==> src/adsc_pkg.sv <==
// Shared constants and types for the converter sequencing control block
package adsc_pkg;

    // Register byte offsets
    localparam logic [7:0] ADSC_OFS_STATUS = 8'h00;
    localparam logic [7:0] ADSC_OFS_CTRL_ONE = 8'h04;
    localparam logic [7:0] ADSC_OFS_CTRL_TWO = 8'h08;
    localparam logic [7:0] ADSC_OFS_LOW_THR = 8'h0C;
    localparam logic [7:0] ADSC_OFS_HIGH_THR = 8'h10;

    // Reset values
    localparam logic [31:0] ADSC_CTRL_ONE_RESET = 32'h0000_0000;
    localparam logic [31:0] ADSC_CTRL_TWO_RESET = 32'h0000_0000;
    localparam logic [11:0] ADSC_LOW_THR_RESET = 12'h000;
    localparam logic [11:0] ADSC_HIGH_THR_RESET = 12'hFFF;

    // Writable bits of control one; reserved ranges 31:27 and 21:18 stay zero
    localparam logic [31:0] ADSC_CTRL_ONE_MASK = 32'h07C3_FFFF;

    // Status bit positions
    localparam int ADSC_ST_GUARD = 0;
    localparam int ADSC_ST_REG_DONE = 1;
    localparam int ADSC_ST_INJ_DONE = 2;
    localparam int ADSC_ST_OVERRUN = 5;

    // Control two bit positions
    localparam int ADSC_C2_CONV_ON = 0;
    localparam int ADSC_C2_DMA = 8;
    localparam int ADSC_C2_PER_CONV = 10;

    // Threshold width and highest legal guarded channel
    localparam int ADSC_THR_W = 12;
    localparam logic [4:0] ADSC_LAST_CHAN = 5'h1A;

    // Conversion width codes and their lengths in converter clock cycles
    localparam logic [1:0] ADSC_WIDTH_12 = 2'h0;
    localparam logic [1:0] ADSC_WIDTH_10 = 2'h1;
    localparam logic [1:0] ADSC_WIDTH_8 = 2'h2;
    localparam logic [1:0] ADSC_WIDTH_6 = 2'h3;
    localparam logic [3:0] ADSC_CYC_12 = 4'hC;
    localparam logic [3:0] ADSC_CYC_10 = 4'hB;
    localparam logic [3:0] ADSC_CYC_8 = 4'h9;
    localparam logic [3:0] ADSC_CYC_6 = 4'h7;

    // Layout of control register one
    typedef struct packed {
        logic [4:0] rsvd_hi;
        logic overrun_irq_en;
        logic [1:0] conv_width;
        logic regular_guard_en;
        logic injected_guard_en;
        logic [3:0] rsvd_mid;
        logic idle_powerdown;
        logic delay_powerdown;
        logic [2:0] burst_chan_count;
        logic injected_burst_en;
        logic regular_burst_en;
        logic chain_injected_after_regular;
        logic guard_single_chan;
        logic scan_en;
        logic injected_done_irq_en;
        logic guard_irq_en;
        logic conv_done_irq_en;
        logic [4:0] guard_chan_sel;
    } adsc_ctrl_one_type;

    // One converted result from the converter core
    typedef struct packed {
        logic valid;
        logic injected;
        logic [4:0] chan;
        logic [ADSC_THR_W-1:0] value;
    } adsc_result_type;

    // Configuration presented to the converter core
    typedef struct packed {
        logic converter_on;
        logic power_down;
        logic [1:0] conv_width;
        logic [3:0] conv_cycles;
        logic scan_en;
        logic regular_burst_en;
        logic injected_burst_en;
        logic [3:0] burst_len;
    } adsc_conv_cfg_type;

endpackage : adsc_pkg
==> src/adsc_control.sv <==
// Control register one of the converter, with status flags and interrupt line
// Function
// - Overrun flag with its enable raises interrupt
// - Width code selects bits and conversion length
// - Regular guard enable checks regular results
// - Injected guard enable checks injected results
// - Idle power-down bit powers down waiting converter
// - Delay power-down bit powers down during delay
// - Burst run length is count plus one
// - Injected burst enable selects discontinuous injected
// - Regular burst enable selects discontinuous regular
// - Chain bit starts injected after regular done
// - Single-channel bit guards only selected channel
// - Scan bit converts whole sequence lists
// - Injected done flag with enable raises interrupt
// - Guard enable gates interrupt and scan abort
// - Regular done flag with enable raises interrupt
// - Guarded channel codes above 26 are reserved
// - Hardware sets guard flag, software clears
// - Overrun detected only with memory mode or per-conversion
module adsc_control
    import adsc_pkg::*;
(
    // Clock and reset
    input wire logic clk,
    input wire logic rst,
    // Register port
    input wire logic [7:0] reg_addr,
    input wire logic [31:0] reg_wdata,
    input wire logic reg_write,
    input wire logic reg_read,
    output logic [31:0] reg_rdata,
    // Events from the converter core
    input adsc_result_type result,
    input wire logic regular_group_done,
    input wire logic injected_group_done,
    input wire logic data_lost,
    input wire logic idle_phase,
    input wire logic delay_phase,
    // Settings and commands to the converter core
    output adsc_conv_cfg_type conv_cfg,
    output logic start_injected,
    output logic abort_scan,
    // Interrupt request
    output logic irq
);

    adsc_ctrl_one_type ctrl_one;
    logic converter_on;
    logic dma_mode;
    logic per_conversion_done_sel;
    logic [ADSC_THR_W-1:0] low_thr;
    logic [ADSC_THR_W-1:0] high_thr;
    logic overrun_flag;
    logic regular_done_flag;
    logic injected_done_flag;
    logic guard_flag;
    logic guard_hit;
    logic wr_status;
    logic wr_ctrl_one;
    logic wr_ctrl_two;
    logic wr_low;
    logic wr_high;
    logic overrun_event;
    logic [31:0] next_rdata;
    logic [3:0] next_cycles;
    logic next_power_down;

    // Address decode for writes
    assign wr_status = reg_write && reg_addr == ADSC_OFS_STATUS;
    assign wr_ctrl_one = reg_write && reg_addr == ADSC_OFS_CTRL_ONE;
    assign wr_ctrl_two = reg_write && reg_addr == ADSC_OFS_CTRL_TWO;
    assign wr_low = reg_write && reg_addr == ADSC_OFS_LOW_THR;
    assign wr_high = reg_write && reg_addr == ADSC_OFS_HIGH_THR;

    // Control register one; reserved bits are forced to zero on write
    always_ff @(posedge clk or posedge rst)
    begin
        if (rst)
        begin
            ctrl_one <= ADSC_CTRL_ONE_RESET;
        end
        else if (wr_ctrl_one)
        begin
            ctrl_one <= reg_wdata & ADSC_CTRL_ONE_MASK;
        end
    end

    // Control two holds the converter-on, memory-mode and per-conversion bits
    always_ff @(posedge clk or posedge rst)
    begin
        if (rst)
        begin
            converter_on <= ADSC_CTRL_TWO_RESET[ADSC_C2_CONV_ON];
            dma_mode <= ADSC_CTRL_TWO_RESET[ADSC_C2_DMA];
            per_conversion_done_sel <= ADSC_CTRL_TWO_RESET[ADSC_C2_PER_CONV];
        end
        else if (wr_ctrl_two)
        begin
            converter_on <= reg_wdata[ADSC_C2_CONV_ON];
            dma_mode <= reg_wdata[ADSC_C2_DMA];
            per_conversion_done_sel <= reg_wdata[ADSC_C2_PER_CONV];
        end
    end

    // Guard window thresholds
    always_ff @(posedge clk or posedge rst)
    begin
        if (rst)
        begin
            low_thr <= ADSC_LOW_THR_RESET;
            high_thr <= ADSC_HIGH_THR_RESET;
        end
        else
        begin
            if (wr_low)
            begin
                low_thr <= reg_wdata[ADSC_THR_W-1:0];
            end
            if (wr_high)
            begin
                high_thr <= reg_wdata[ADSC_THR_W-1:0];
            end
        end
    end

    // Result window check
    adsc_guard u_guard (
        .clk(clk),
        .rst(rst),
        .result(result),
        .regular_guard_en(ctrl_one.regular_guard_en),
        .injected_guard_en(ctrl_one.injected_guard_en),
        .guard_single_chan(ctrl_one.guard_single_chan),
        .guard_chan_sel(ctrl_one.guard_chan_sel),
        .low_thr(low_thr),
        .high_thr(high_thr),
        .hit(guard_hit)
    );

    // Lost data only counts when someone is expected to collect every result
    assign overrun_event = data_lost && (dma_mode || per_conversion_done_sel);

    // Sticky flags: writing 0 clears, writing 1 keeps; a new event beats the clear
    always_ff @(posedge clk or posedge rst)
    begin
        if (rst)
        begin
            overrun_flag <= 1'b0;
            regular_done_flag <= 1'b0;
            injected_done_flag <= 1'b0;
            guard_flag <= 1'b0;
        end
        else
        begin
            if (overrun_event)
            begin
                overrun_flag <= 1'b1;
            end
            else if (wr_status && !reg_wdata[ADSC_ST_OVERRUN])
            begin
                overrun_flag <= 1'b0;
            end
            if (regular_group_done)
            begin
                regular_done_flag <= 1'b1;
            end
            else if (wr_status && !reg_wdata[ADSC_ST_REG_DONE])
            begin
                regular_done_flag <= 1'b0;
            end
            if (injected_group_done)
            begin
                injected_done_flag <= 1'b1;
            end
            else if (wr_status && !reg_wdata[ADSC_ST_INJ_DONE])
            begin
                injected_done_flag <= 1'b0;
            end
            // No data-read clear here; only software drops the guard flag
            if (guard_hit)
            begin
                guard_flag <= 1'b1;
            end
            else if (wr_status && !reg_wdata[ADSC_ST_GUARD])
            begin
                guard_flag <= 1'b0;
            end
        end
    end

    // Conversion length for the selected width
    always_comb
    begin
        case (ctrl_one.conv_width)
            ADSC_WIDTH_12: next_cycles = ADSC_CYC_12;
            ADSC_WIDTH_10: next_cycles = ADSC_CYC_10;
            ADSC_WIDTH_8: next_cycles = ADSC_CYC_8;
            ADSC_WIDTH_6: next_cycles = ADSC_CYC_6;
            default: next_cycles = ADSC_CYC_12;
        endcase
    end

    // Power state: off when disabled, else per phase and its power-down bit
    always_comb
    begin
        if (!converter_on)
        begin
            next_power_down = 1'b1;
        end
        else if (idle_phase)
        begin
            next_power_down = ctrl_one.idle_powerdown;
        end
        else if (delay_phase)
        begin
            next_power_down = ctrl_one.delay_powerdown;
        end
        else
        begin
            next_power_down = 1'b0;
        end
    end

    // Settings are sampled every cycle; software only changes them while off
    always_ff @(posedge clk or posedge rst)
    begin
        if (rst)
        begin
            // Powered down with a one-channel burst until set up
            conv_cfg.converter_on <= 1'b0;
            conv_cfg.power_down <= 1'b1;
            conv_cfg.conv_width <= 2'h0;
            conv_cfg.conv_cycles <= 4'h0;
            conv_cfg.scan_en <= 1'b0;
            conv_cfg.regular_burst_en <= 1'b0;
            conv_cfg.injected_burst_en <= 1'b0;
            conv_cfg.burst_len <= 4'h1;
        end
        else
        begin
            conv_cfg.converter_on <= converter_on;
            conv_cfg.power_down <= next_power_down;
            conv_cfg.conv_width <= ctrl_one.conv_width;
            conv_cfg.conv_cycles <= next_cycles;
            conv_cfg.scan_en <= ctrl_one.scan_en;
            conv_cfg.regular_burst_en <= ctrl_one.regular_burst_en;
            conv_cfg.injected_burst_en <= ctrl_one.injected_burst_en;
            conv_cfg.burst_len <= {1'b0, ctrl_one.burst_chan_count} + 4'h1;
        end
    end

    // Chained injected start after a regular group, while the converter is on
    always_ff @(posedge clk or posedge rst)
    begin
        if (rst)
        begin
            start_injected <= 1'b0;
        end
        else
        begin
            // A chained start while off would wake a dead converter
            start_injected <= regular_group_done && converter_on
                && ctrl_one.chain_injected_after_regular;
        end
    end

    // Scan is aborted on a crossing only when the guard interrupt is enabled
    always_ff @(posedge clk or posedge rst)
    begin
        if (rst)
        begin
            abort_scan <= 1'b0;
        end
        else
        begin
            abort_scan <= guard_hit && ctrl_one.scan_en && ctrl_one.guard_irq_en;
        end
    end

    // One interrupt line; a level that follows the flags one cycle later
    always_ff @(posedge clk or posedge rst)
    begin
        if (rst)
        begin
            irq <= 1'b0;
        end
        else
        begin
            irq <= (overrun_flag && ctrl_one.overrun_irq_en)
                || (regular_done_flag && ctrl_one.conv_done_irq_en)
                || (injected_done_flag && ctrl_one.injected_done_irq_en)
                || (guard_flag && ctrl_one.guard_irq_en);
        end
    end

    // Read multiplexer; unmapped offsets read zero
    always_comb
    begin
        next_rdata = 32'h0000_0000;
        case (reg_addr)
            ADSC_OFS_STATUS:
            begin
                next_rdata[ADSC_ST_OVERRUN] = overrun_flag;
                next_rdata[ADSC_ST_INJ_DONE] = injected_done_flag;
                next_rdata[ADSC_ST_REG_DONE] = regular_done_flag;
                next_rdata[ADSC_ST_GUARD] = guard_flag;
            end
            // Reserved bits were dropped on write, so they read zero
            ADSC_OFS_CTRL_ONE: next_rdata = ctrl_one;
            ADSC_OFS_CTRL_TWO:
            begin
                next_rdata[ADSC_C2_CONV_ON] = converter_on;
                next_rdata[ADSC_C2_DMA] = dma_mode;
                next_rdata[ADSC_C2_PER_CONV] = per_conversion_done_sel;
            end
            ADSC_OFS_LOW_THR: next_rdata[ADSC_THR_W-1:0] = low_thr;
            ADSC_OFS_HIGH_THR: next_rdata[ADSC_THR_W-1:0] = high_thr;
            default: next_rdata = 32'h0000_0000;
        endcase
    end

    // Read data stand only in the cycle after the strobe, zero otherwise
    always_ff @(posedge clk or posedge rst)
    begin
        if (rst)
        begin
            reg_rdata <= 32'h0000_0000;
        end
        else if (reg_read)
        begin
            reg_rdata <= next_rdata;
        end
        else
        begin
            reg_rdata <= 32'h0000_0000;
        end
    end

endmodule : adsc_control

==> src/adsc_guard.sv <==
// Window comparator that watches converted results
module adsc_guard
    import adsc_pkg::*;
(
    // Clock and reset
    input wire logic clk,
    input wire logic rst,
    // Result and settings
    input adsc_result_type result,
    input wire logic regular_guard_en,
    input wire logic injected_guard_en,
    input wire logic guard_single_chan,
    input wire logic [4:0] guard_chan_sel,
    input wire logic [ADSC_THR_W-1:0] low_thr,
    input wire logic [ADSC_THR_W-1:0] high_thr,
    // One-cycle pulse on a threshold crossing
    output logic hit
);

    logic group_on;
    logic chan_on;
    logic outside;

    // Each group is guarded only when its own enable is set
    assign group_on = result.injected ? injected_guard_en : regular_guard_en;
    // Reserved channel codes never match, so nothing is guarded then
    assign chan_on = !guard_single_chan
        || (guard_chan_sel <= ADSC_LAST_CHAN && result.chan == guard_chan_sel);
    assign outside = (result.value < low_thr) || (result.value > high_thr);

    // Registered so the flag logic sees a clean single pulse
    always_ff @(posedge clk or posedge rst)
    begin
        if (rst)
        begin
            hit <= 1'b0;
        end
        else
        begin
            hit <= result.valid && group_on && chan_on && outside;
        end
    end

endmodule : adsc_guard

==> config.mk <==
export PLATFORM = sky130hd
export DESIGN_NAME = adsc_control
export DESIGN_NICKNAME = d
export VERILOG_FILES = /design/src/adsc_pkg.sv /design/src/adsc_control.sv /design/src/adsc_guard.sv
export SDC_FILE = /design/constraint.sdc
export NUM_CORES = 1
export LEC_CHECK = 0
export BUFFER_PORTS_ARGS = -buffer_cell sky130_fd_sc_hd__clkbuf_2
export CAP_MARGIN = 30
export CORE_UTILIZATION = 53
export DETAILED_ROUTE_END_ITERATION = 16
export PLACE_DENSITY_LB_ADDON = 0.2
export SETUP_SLACK_MARGIN = 0.3
export SLEW_MARGIN = 30
export SYNTH_ARGS = -nofsm -noshare
export SYNTH_HDL_FRONTEND = slang
export SYNTH_SLANG_ARGS = --single-unit
==> constraint.sdc <==
create_clock -name clk -period 3.7 [get_ports clk]
set_input_delay 0.185 -clock clk [delete_from_list [all_inputs] [get_ports clk]]
set_output_delay 0.185 -clock clk [all_outputs]
set_load 0.02 [all_outputs]
==> results of run 1 <==
[final timing paths]
kind / start / to / depth (start not counted)
hold reg to reg: ctrl_one[12] / conv_cfg[4] / 0
hold / removal: reg_wdata[24] / ctrl_one[24] / 3
setup reg to reg: high_thr[11] / u_guard.hit / 7
max in group asynchronous: rst / conv_cfg[13] / 4
setup / recovery: reg_addr[2] / low_thr[3] / 5
min in group asynchronous: rst / regular_done_flag / 3
[area by class of cell]
type | count | area share [%]
clock inverter | 6 | 1.479
multi-input combinational | 248 | 35.87
timing repair buffer | 104 | 10.09
tap | 105 | 2.465
inverter | 32 | 2.300
clock buffer | 10 | 2.394
sequential | 96 | 45.40
[placed cells by master, fill, tap and decap left out, types with 14 or more instances in the layout]
cell / count
ha_1: 27
a21oi_1: 21
o21ai_0: 20
inv_1: 31
nor2_1: 20
nand2_1: 17
clkbuf_2: 99
mux2_2: 30
dfstp_2: 14
mux2_4: 17
dfrtp_1: 82
[critical path: cells and delay by family]
family                 cells  cell delay [ps]
buffers and inverters      1              320
multiplexers               1              450
AND/OR/NAND/NOR            3             1420
[power by group through the flow]
stage	logic [W]	clock network [W]	registers [W]
after floorplan	0.000148	0	0.00117
after global placement	0.000244	0	0.00115
after detailed placement	0.000252	0	0.00115
after CTS	0.000255	0.000713	0.00113
after global routing	0.000287	0.000758	0.00114
final	0.000253	0.000702	0.00113
[cells by family (layout without fill, tap and decap cells)]
kind of cell               Yosys count  in the layout  synth area share, %
AOI/OAI and AO/OA                   66             66                8.650
xor gates and xnor gates             4              4               0.7639
adders and majority gates           27             27                7.367
buffers and inverters               54            152                6.193
DFF                                 96             96                52.77
muxes                               52             52                14.02
other                                1              9              0.08178
and+or+nand+nor                     90             90                10.15
[through the flow]
| step | hold slack, ps | instance area, um^2 |
|---|---|---|
| after CTS | 17.74 | 5330 |
| final | 25.95 | 5330 |
| after detailed placement | 374.3 | 5104 |
| after floorplan | 274.4 | 4616 |
| after global placement | 375.4 | 5104 |
| after global routing | 13.95 | 5330 |
[layer usage]
| layer | up-vias | share of wire, % | track usage (%) | wire length, um |
|---|---|---|---|---|
| met2 | 116 | 47 | 35.67 | 4544 |
| met3 | 19 | 5.4 | 3.429 | 517 |
| li1 | 1526 | - | - | - |
| met5 | - | 0 | 0 | 0 |
| met1 | 1588 | 46 | 31.44 | 4381 |
| met4 | 0 | 1.9 | 9.722 | 179 |
[state kept, by name, summed over array words and instances, names as in the netlist]
name	flops
abort_scan	1
conv_cfg	15
converter_on	1
ctrl_one	23
dma_mode	1
guard_flag	1
high_thr	12
injected_done_flag	1
irq	1
low_thr	12
overrun_flag	1
per_conversion_done_sel	1
reg_rdata	23
regular_done_flag	1
start_injected	1
u_guard.hit	1
==> results.sh, run 1 <==
export IMPL_num_fill_cells=687
export IMPL_start_kind="input port"
export IMPL_fin_crit_sh_pct=57.98
export IMPL_yosysTopAreaCellShare_pct=44.75
export IMPL_pwr_share_clk_pct=33.6
export IMPL_vias=3249
export IMPL_cp_required_ps=3950
export IMPL_io_pins=118
export IMPL_relSlewSlack_pct=47.59
export IMPL_dp_slack_ps=1200
export IMPL_diodes=0
export IMPL_gp_congestion=0.8256
export IMPL_power_leakage_nw=2.646
export IMPL_slew_viol_final=0
export IMPL_clock_sinks=96
export IMPL_drt_first_pass_iters=4
export IMPL_p_comb_share_pct=12.1
export IMPL_dp_cells=583
export IMPL_syn_inst=390
export IMPL_wl_per_cell_um=16.01
export IMPL_fmax_mhz=466.1
export IMPL_die_h_um=95.02
export IMPL_antenna_found_initial=0
export IMPL_worstSetupEndpointType="register"
export IMPL_fin_crit_ps=2145
export IMPL_finalHoldViolCount=0
export IMPL_drt_total_wl_um=9623
export IMPL_overflow=0
export IMPL_first_iter_violations=167
export IMPL_synth_ff_latch_count=96
export IMPL_max_cap_viol_count=0
export IMPL_insertion_delay_ps=360
export IMPL_cts_tree="yes"
export IMPL_rsz0062_at_grt="false"
export IMPL_yosysSeqAreaShare_pct=52.77
export IMPL_synth_edf_count=0
export IMPL_crit_arrival_ps=2390
export IMPL_ys_flop_type="dfrtp_1"
export IMPL_grt_max_degree=67
export IMPL_sequentialPowerShare_pct=54.3
export IMPL_syn_area_per_cell_um2=11.76
export IMPL_status="complete, no violations"
export IMPL_async_flop_share_pct=100.0
export IMPL_tightest_slew_ps=786.2
export IMPL_totalPowerFinal_w=0.002090
export IMPL_yosysTopAreaCell="dfrtp_1"
export IMPL_postRouteAntennaNets=0
export IMPL_clockBufferDepth=2
export IMPL_cp_max_fo=17
export IMPL_htree_levels=3
export IMPL_synth_area_leaders="dfrtp_1 45%, dfstp_2 8.0%, ha_1 7.4%, mux2_2 7.4%, mux2_4 5.6%"
export IMPL_hp_class="input port to register"
export IMPL_regArea_mm2=0.002420
export IMPL_multi_input_area_mm2=0.001912
export IMPL_finalClockSkew_ps=11.49
export IMPL_synthMostInstantiatedCell="dfrtp_1"
export IMPL_hold_buffers=2
export IMPL_port_buffers=99
export IMPL_grt_pass1_wl_um=15100
export IMPL_rows=33
export IMPL_setup_ws_ps=1555
export IMPL_drive_gt1_share_pct=36.69
export IMPL_fin_util_pct=64.22
export IMPL_die_w_um=95.02
export IMPL_setup_tns_ps=0
export IMPL_cts_root_buffer="clkbuf_8"
export IMPL_setup_viol=0
export IMPL_worstSetupPathType="input port to register"
export IMPL_grt_total_usage_pct=22.71
export IMPL_dieArea_mm2=0.009028
export IMPL_cts_setup_buffers=0
export IMPL_synth_yosys_warnings=0
export IMPL_power_density_mw_per_mm2=392.0
export IMPL_clk_pin_slew_worst_paths_ps=90
export IMPL_p_sw_share_pct=26.77
export IMPL_slowest_delay_ps=550
export IMPL_crit_path_cell_trace="clkbuf_2, and2b_1, and2_1, nand3_2, mux2_4"
export IMPL_regToRegSetupSlack_ps=1880
export IMPL_coreArea_mm2=0.008299
export IMPL_post_cts_resized=0
export IMPL_yosysUniqueCellTypes=39
export IMPL_p_int_w=0.001530
export IMPL_start_util_pct=55.25
export IMPL_vdd_drop_max_v=0.0002081
export IMPL_route_detailed_drc=0
export IMPL_slowest_stage="and2b_1"
export IMPL_dp_hpwl_um=7106
export IMPL_numCtsBuffers=9
export IMPL_switchingPower_w=0.0005594
export IMPL_vias_per_cell=5.406
export IMPL_syn_cell_area_mm2=0.004586
export IMPL_area_growth_pct=16.23
export IMPL_final_cell_count_no_fill=601
export IMPL_nets=586
export IMPL_grt_pass1_vias=3125
export IMPL_yosys_top_cells_count="82 x dfrtp_1, 32 x inv_1, 30 x mux2_2, 27 x ha_1, 21 x a21oi_1"
(Power assumes the default switching activity.)
==> inputs of run 2 (changes only) <==
--- a/config.mk
+++ b/config.mk
@@ -5,6 +5,7 @@
 export SDC_FILE = /design/constraint.sdc
 export NUM_CORES = 1
 export LEC_CHECK = 0
+export ABC_AREA = 1
 export BUFFER_PORTS_ARGS = -buffer_cell sky130_fd_sc_hd__clkbuf_2
 export CAP_MARGIN = 30
 export CORE_UTILIZATION = 53
==> constraint.sdc (replaced) <==
create_clock -name clk -period 2 [get_ports clk]
set_input_delay 0.1 -clock clk [delete_from_list [all_inputs] [get_ports clk]]
set_output_delay 0.1 -clock clk [all_outputs]
set_load 0.02 [all_outputs]
==> run 2 against run 1 <==
Clock skew hardly changed. Synthesized cell count is 36% higher. Synthesized area is 0.68% higher. Critical path depth is 4 higher. Cell area is 6.2% higher. Sequential cell count stayed put. Non-clock buffer count is 27 higher. Wire length is 12% higher. Combinational power is 100% higher. Clock power is 100% higher. First-iteration DRC count is 37% higher. Power is 92% higher. Largest power group unchanged.
==> results.sh, run 2 <==
export IMPL_status="complete, no violations"
export IMPL_gp_congestion=0.8119
export IMPL_cp_max_fo=2
export IMPL_grt_total_usage_pct=25.89
export IMPL_synth_edf_count=0
export IMPL_slowest_stage="dfstp_2"
export IMPL_syn_cell_area_mm2=0.004617
export IMPL_fin_crit_sh_pct=80.00
export IMPL_p_sw_share_pct=25.60
export IMPL_cts_root_buffer="clkbuf_8"
export IMPL_setup_viol=0
export IMPL_p_int_w=0.002984
export IMPL_cp_required_ps=2300
export IMPL_die_h_um=95.34
export IMPL_yosys_top_cells_count="126 x nand2_1, 82 x dfrtp_1, 80 x inv_1, 42 x nor2_1, 33 x o21ai_1"
export IMPL_clock_sinks=96
export IMPL_drive_gt1_share_pct=23.23
export IMPL_switchingPower_w=0.001027
export IMPL_drt_first_pass_iters=4
export IMPL_die_w_um=95.34
export IMPL_coreArea_mm2=0.008341
export IMPL_route_detailed_drc=0
export IMPL_finalHoldViolCount=0
export IMPL_setup_tns_ps=0
export IMPL_numCtsBuffers=9
export IMPL_area_growth_pct=22.63
export IMPL_vdd_drop_max_v=0.0004850
export IMPL_grt_pass1_vias=3655
export IMPL_slew_viol_final=0
export IMPL_layout_common_cells="126 x nand2_1, 99 x clkbuf_2, 82 x dfrtp_1"
export IMPL_overflow=0
export IMPL_postRouteAntennaNets=0
export IMPL_start_util_pct=55.36
export IMPL_fin_crit_ps=1600
export IMPL_clk_pin_slew_worst_paths_ps=90
export IMPL_ys_flop_type="dfrtp_1"
export IMPL_cts_tree="yes"
export IMPL_dp_hpwl_um=7678
export IMPL_diodes=0
export IMPL_biggestRegsByFlops="ctrl_one: 23 flops, reg_rdata: 23 flops, conv_cfg: 15 flops"
export IMPL_fin_util_pct=67.88
export IMPL_grt_pass1_wl_um=17260
export IMPL_tightest_slew_ps=598.9
export IMPL_final_common_cell="nand2_1"
export IMPL_pwr_share_clk_pct=35.3
export IMPL_dieArea_mm2=0.009089
export IMPL_grt_max_degree=50
export IMPL_crit_path_cell_trace="inv_1, ha_1, nand2_1, nor2_2, and2_4, nand2_1, nand3_1, nand2_1, a21oi_1"
export IMPL_port_buffers=99
export IMPL_max_cap_viol_count=0
export IMPL_p_comb_share_pct=12.6
export IMPL_yosysUniqueCellTypes=31
export IMPL_yosysTopAreaCell="dfrtp_1"
export IMPL_worstSetupPathType="register to register"
export IMPL_power_density_mw_per_mm2=708.5
export IMPL_sequentialPowerShare_pct=52.1
export IMPL_dp_slack_ps=375.9
export IMPL_hp_class="input port to register"
export IMPL_crit_arrival_ps=1900
export IMPL_cp_top_family="flip-flops"
export IMPL_htree_levels=3
export IMPL_first_iter_violations=229
export IMPL_vias_per_cell=4.987
export IMPL_fmax_mhz=625.0
export IMPL_wl_per_cell_um=14.01
export IMPL_rows=33
export IMPL_syn_inst=529
export IMPL_finalClockSkew_ps=11.43
export IMPL_worstSetupEndpointType="register"
export IMPL_relSlewSlack_pct=60.07
export IMPL_vias=3830
export IMPL_io_pins=118
export IMPL_nets=753
export IMPL_slowest_delay_ps=540
export IMPL_insertion_delay_ps=370
export IMPL_antenna_found_initial=0
export IMPL_yosysSeqAreaShare_pct=52.41
export IMPL_cp_common_cell="nand2_1"
export IMPL_clockBufferDepth=2
export IMPL_synthMostInstantiatedCell="nand2_1"
export IMPL_cp_num_buf_inv=1
export IMPL_synth_area_leaders="dfrtp_1 44%, nand2_1 10%, dfstp_2 8.0%, ha_1 7.3%, inv_1 6.5%"
export IMPL_synth_ff_latch_count=96
export IMPL_synth_yosys_warnings=0
export IMPL_rsz0062_at_grt="false"
export IMPL_totalPowerFinal_w=0.004011
export IMPL_async_flop_share_pct=100.0
export IMPL_start_kind="register"
export IMPL_drt_total_wl_um=10760
export IMPL_syn_area_per_cell_um2=8.728
export IMPL_yosysTopAreaCellShare_pct=44.44
export IMPL_power_leakage_nw=2.929
export IMPL_setup_ws_ps=400.0
run 2: cell count changes in the layout (fill, tap and decap cells not counted), sizes merged, moves of 6 or more:
cell | before | now
inv | 33 | 82
mux2 | 47 | 0
nor2 | 20 | 51
dlygate4sd3 | 2 | 27
o21ai | 20 | 63
nor3 | 6 | 13
and2 | 12 | 1
a22oi | 12 | 0
nor2b | 6 | 0
nand2 | 17 | 131
run 2: cells by family after synthesis:
| logic type | Yosys count | synth area share [%] |
|---|---|---|
| adders and majority gates | 27 | 7.317 |
| other | 1 | 0.08122 |
| xor gates and xnor gates | 2 | 0.3795 |
| and+or+nand+nor | 207 | 19.38 |
| DFF | 96 | 52.41 |
| buffers and inverters | 103 | 10.05 |
| AOI/OAI and AO/OA | 93 | 10.38 |
run 2: final timing paths:
kind / start / to / slack [ps] / cells after the start
worst min-delay path: reg_wdata[0] / guard_flag / 9 / 3
worst min register to register: ctrl_one[12] / conv_cfg[4] / 390 / 0
min in group asynchronous: rst / reg_rdata[0] / 440 / 4
worst max register to register: high_thr[11] / u_guard.hit / 400 / 9
worst max-delay path: high_thr[11] / u_guard.hit / 400 / 9
max in group asynchronous: rst / reg_rdata[13] / 1130 / 4
run 2: repair_timing:
item	CTS	global route
resized for setup	0	2
hold endpoints to repair	107	0
endpoints found under the setup margin	0	1
hold buffers	27	0
setup buffers	0	2
run 2: worst min-delay path, cell delays in order:
cell and delay, ps:
clkbuf_2 100, o21ai_0 90, nand2_1 60
run 2: routing by layer:
layer	global-route usage, %	wire, um	vias to the layer above
met2	42.44	5242	111
li1	-	-	1898
met4	8.207	205	0
met5	0	0	-
met1	33.96	4703	1806
met3	6.061	608	15
run 2: power groups by stage:
| stage | sequential [W] | combinational, W | clock [W] |
|---|---|---|---|
| after floorplan | 0.00215 | 0.000257 | 0 |
| after global placement | 0.00212 | 0.000434 | 0 |
| after detailed placement | 0.00213 | 0.000452 | 0 |
| after CTS | 0.00209 | 0.000505 | 0.00144 |
| after global routing | 0.00210 | 0.000576 | 0.00153 |
| final | 0.00209 | 0.000506 | 0.00142 |
run 2: through the flow:
stage	hold slack, ps	cell area [um^2]	instances
4_1_cts	1.326	5642	766
2_1_floorplan	189.4	4651	537
3_5_place_dp	311.2	5144	723
6_report	9.156	5662	768
5_1_grt	33.89	5662	768
3_3_place_gp	296.5	5144	723
run 2: layout make-up:
type	count	area, um^2
clock buffers	10	137.6
clock inverters	6	90.09
fillers	719	2679
inverters	82	311.5
multi-input cells	338	1768
flip-flops and latches	96	2420
well taps	105	131.4
repair buffers	131	803.3
==> inputs of run 3 (changes only) <==
==> constraint.sdc (replaced) <==
create_clock -name clk -period 1.49 [get_ports clk]
set_input_delay 0.0745 -clock clk [delete_from_list [all_inputs] [get_ports clk]]
set_output_delay 0.0745 -clock clk [all_outputs]
set_load 0.02 [all_outputs]
==> run 3 against run 2 <==
The run now ends with setup timing left. Count of clock-buffer cells in the layout is the same. Clock power grew 12%. Setup slack lost 430 ps. Critical path depth is the same. Cell area grew 4.0%. Register-to-register slack lost 430 ps. Worst hold slack gained 2.1 ps. Critical endpoint unchanged. Largest power group unchanged.
==> results.sh, run 3 (synthesis results as in run 2) <==
export IMPL_status="complete, but fails checks"
export IMPL_violations="setup timing"
export IMPL_whs_ps=11.30
export IMPL_finalHoldViolCount=0
export IMPL_nets=769
export IMPL_gp_congestion=0.9110
export IMPL_cts_tree="yes"
export IMPL_die_w_um=95.34
export IMPL_wl_per_cell_um=14.40
export IMPL_worstSetupEndpointType="register"
export IMPL_rows=33
export IMPL_fin_crit_ps=1523
export IMPL_multi_input_area_mm2=0.001849
export IMPL_drt_first_pass_iters=5
export IMPL_die_h_um=95.34
export IMPL_route_detailed_drc=0
export IMPL_drive_gt1_share_pct=26.95
export IMPL_coreArea_mm2=0.008341
export IMPL_clock_sinks=96
export IMPL_diodes=0
export IMPL_final_common_cell="nand2_1"
export IMPL_start_util_pct=55.36
export IMPL_crit_path_cell_trace="inv_2, ha_4, nand2_2, nor2_4, and2_4, nand2_1, nand3_1, nand2_1, a21oi_2"
export IMPL_relSlewSlack_pct=61.05
export IMPL_htree_levels=3
export IMPL_dp_hpwl_um=8259
export IMPL_area_growth_pct=27.48
export IMPL_cts_root_buffer="clkbuf_8"
export IMPL_slew_viol_final=0
export IMPL_num_fill_cells=688
export IMPL_regArea_mm2=0.002420
export IMPL_fin_crit_sh_pct=102.2
export IMPL_power_density_mw_per_mm2=872.8
export IMPL_start_kind="register"
export IMPL_antenna_found_initial=0
export IMPL_crit_arrival_ps=1820
export IMPL_setup_tns_ps=-33.28
export IMPL_first_iter_violations=229
export IMPL_clockBufferDepth=2
export IMPL_grt_pass1_vias=3839
export IMPL_cp_required_ps=1780
export IMPL_finalClockSkew_ps=12.42
export IMPL_setup_ws_ps=-33.28
export IMPL_power_leakage_nw=3.038
export IMPL_biggestRegsByFlops="ctrl_one: 23 flops, reg_rdata: 23 flops, conv_cfg: 15 flops"
export IMPL_vias_per_cell=5.015
export IMPL_layout_common_cells="124 x nand2_1, 99 x clkbuf_2, 82 x dfrtp_1"
export IMPL_io_pins=118
export IMPL_postRouteAntennaNets=0
export IMPL_numCtsBuffers=9
export IMPL_grt_total_usage_pct=26.81
export IMPL_cp_common_cell="nand2_1"
export IMPL_vias=3932
export IMPL_worstSetupPathType="register to register"
export IMPL_dieArea_mm2=0.009089
export IMPL_port_buffers=99
export IMPL_grt_pass1_wl_um=18120
export IMPL_slowest_delay_ps=550
export IMPL_fmax_mhz=656.5
export IMPL_slowest_stage="dfstp_2"
export IMPL_tightest_slew_ps=583.1
export IMPL_fin_util_pct=70.57
export IMPL_clk_pin_slew_worst_paths_ps=100
export IMPL_hp_class="input port to register"
export IMPL_cp_max_fo=2
export IMPL_vdd_drop_max_v=0.0006351
export IMPL_setup_viol=1
export IMPL_min_path_cells=3
export IMPL_totalPowerFinal_w=0.005137
export IMPL_max_cap_viol_count=0
export IMPL_rsz0062_at_grt="true"
export IMPL_grt_max_degree=28
export IMPL_r2r_cells=9
export IMPL_drt_total_wl_um=11290
export IMPL_insertion_delay_ps=360
export IMPL_overflow=0
-- run 3: cell count changes in the layout (fill, tap and decap cells not counted), sizes merged --
cell         delta
buf            +17
dlygate4sd3     -1
inv             +2
bufinv          -2
-- run 3: per-layer routing --
layer	vias up	track usage (%)	share of wire, %
met1	1830	34.35	43
li1	1932	-	-
met2	150	45.30	49
met5	-	0	0
met3	20	4.386	5.8
met4	0	10.61	2.1
-- run 3: final timing paths --
| path | start | to | slack, ps |
|---|---|---|---|
| max in group asynchronous | rst | high_thr[8] | 560 |
| min in group asynchronous | rst | conv_cfg[7] | 310 |
| max | high_thr[9] | u_guard.hit | -30 |
| min | reg_wdata[8] | high_thr[8] | 10 |
| min reg2reg | ctrl_one[12] | conv_cfg[4] | 400 |
| max reg2reg | high_thr[9] | u_guard.hit | -30 |
-- run 3: cell type report --
type                            count  area share, %
Multi-Input combinational cell    338          31.42
Sequential cell                    96          41.11
Timing Repair Buffer              147          16.92
Clock inverter                      6         0.8503
Clock buffer                       10          2.168
Inverter                           82          5.293
Tap cell                          105          2.232
-- run 3: repair_timing --
action	CTS	global route
gates resized for setup	9	1
endpoints found under the hold margin	48	0
pin swaps	6	1
endpoints found under the setup margin	1	1
hold buffers	26	0
buffers inserted	2	0
-- run 3: through the flow --
step           setup WS, ps  instances  instance area (um^2)
2_1_floorplan         57.06        537                  4691
3_3_place_gp         -10.34        740                  5386
3_5_place_dp         -43.76        740                  5386
5_1_grt              -125.2        784                  5886
4_1_cts               2.040        784                  5882
6_report             -33.28        784                  5886
-- run 3: power breakdown --
group | switching, W | internal (W)
Combinational | 0.000433 | 0.000308
Clock | 0.000961 | 0.000632
Sequential | 0.0000689 | 0.00273
Total | 0.00146 | 0.00367
-- run 3: critical path: cells and delay by family, from the launching register on --
kind | cells | cell delay [ps]
AO/OA/AOI/OAI | 1 | 110
adder cells (fa/ha/maj) | 1 | 260
buffers and inverters | 1 | 40
flip-flops | 1 | 550
AND/OR/NAND/NOR | 6 | 490
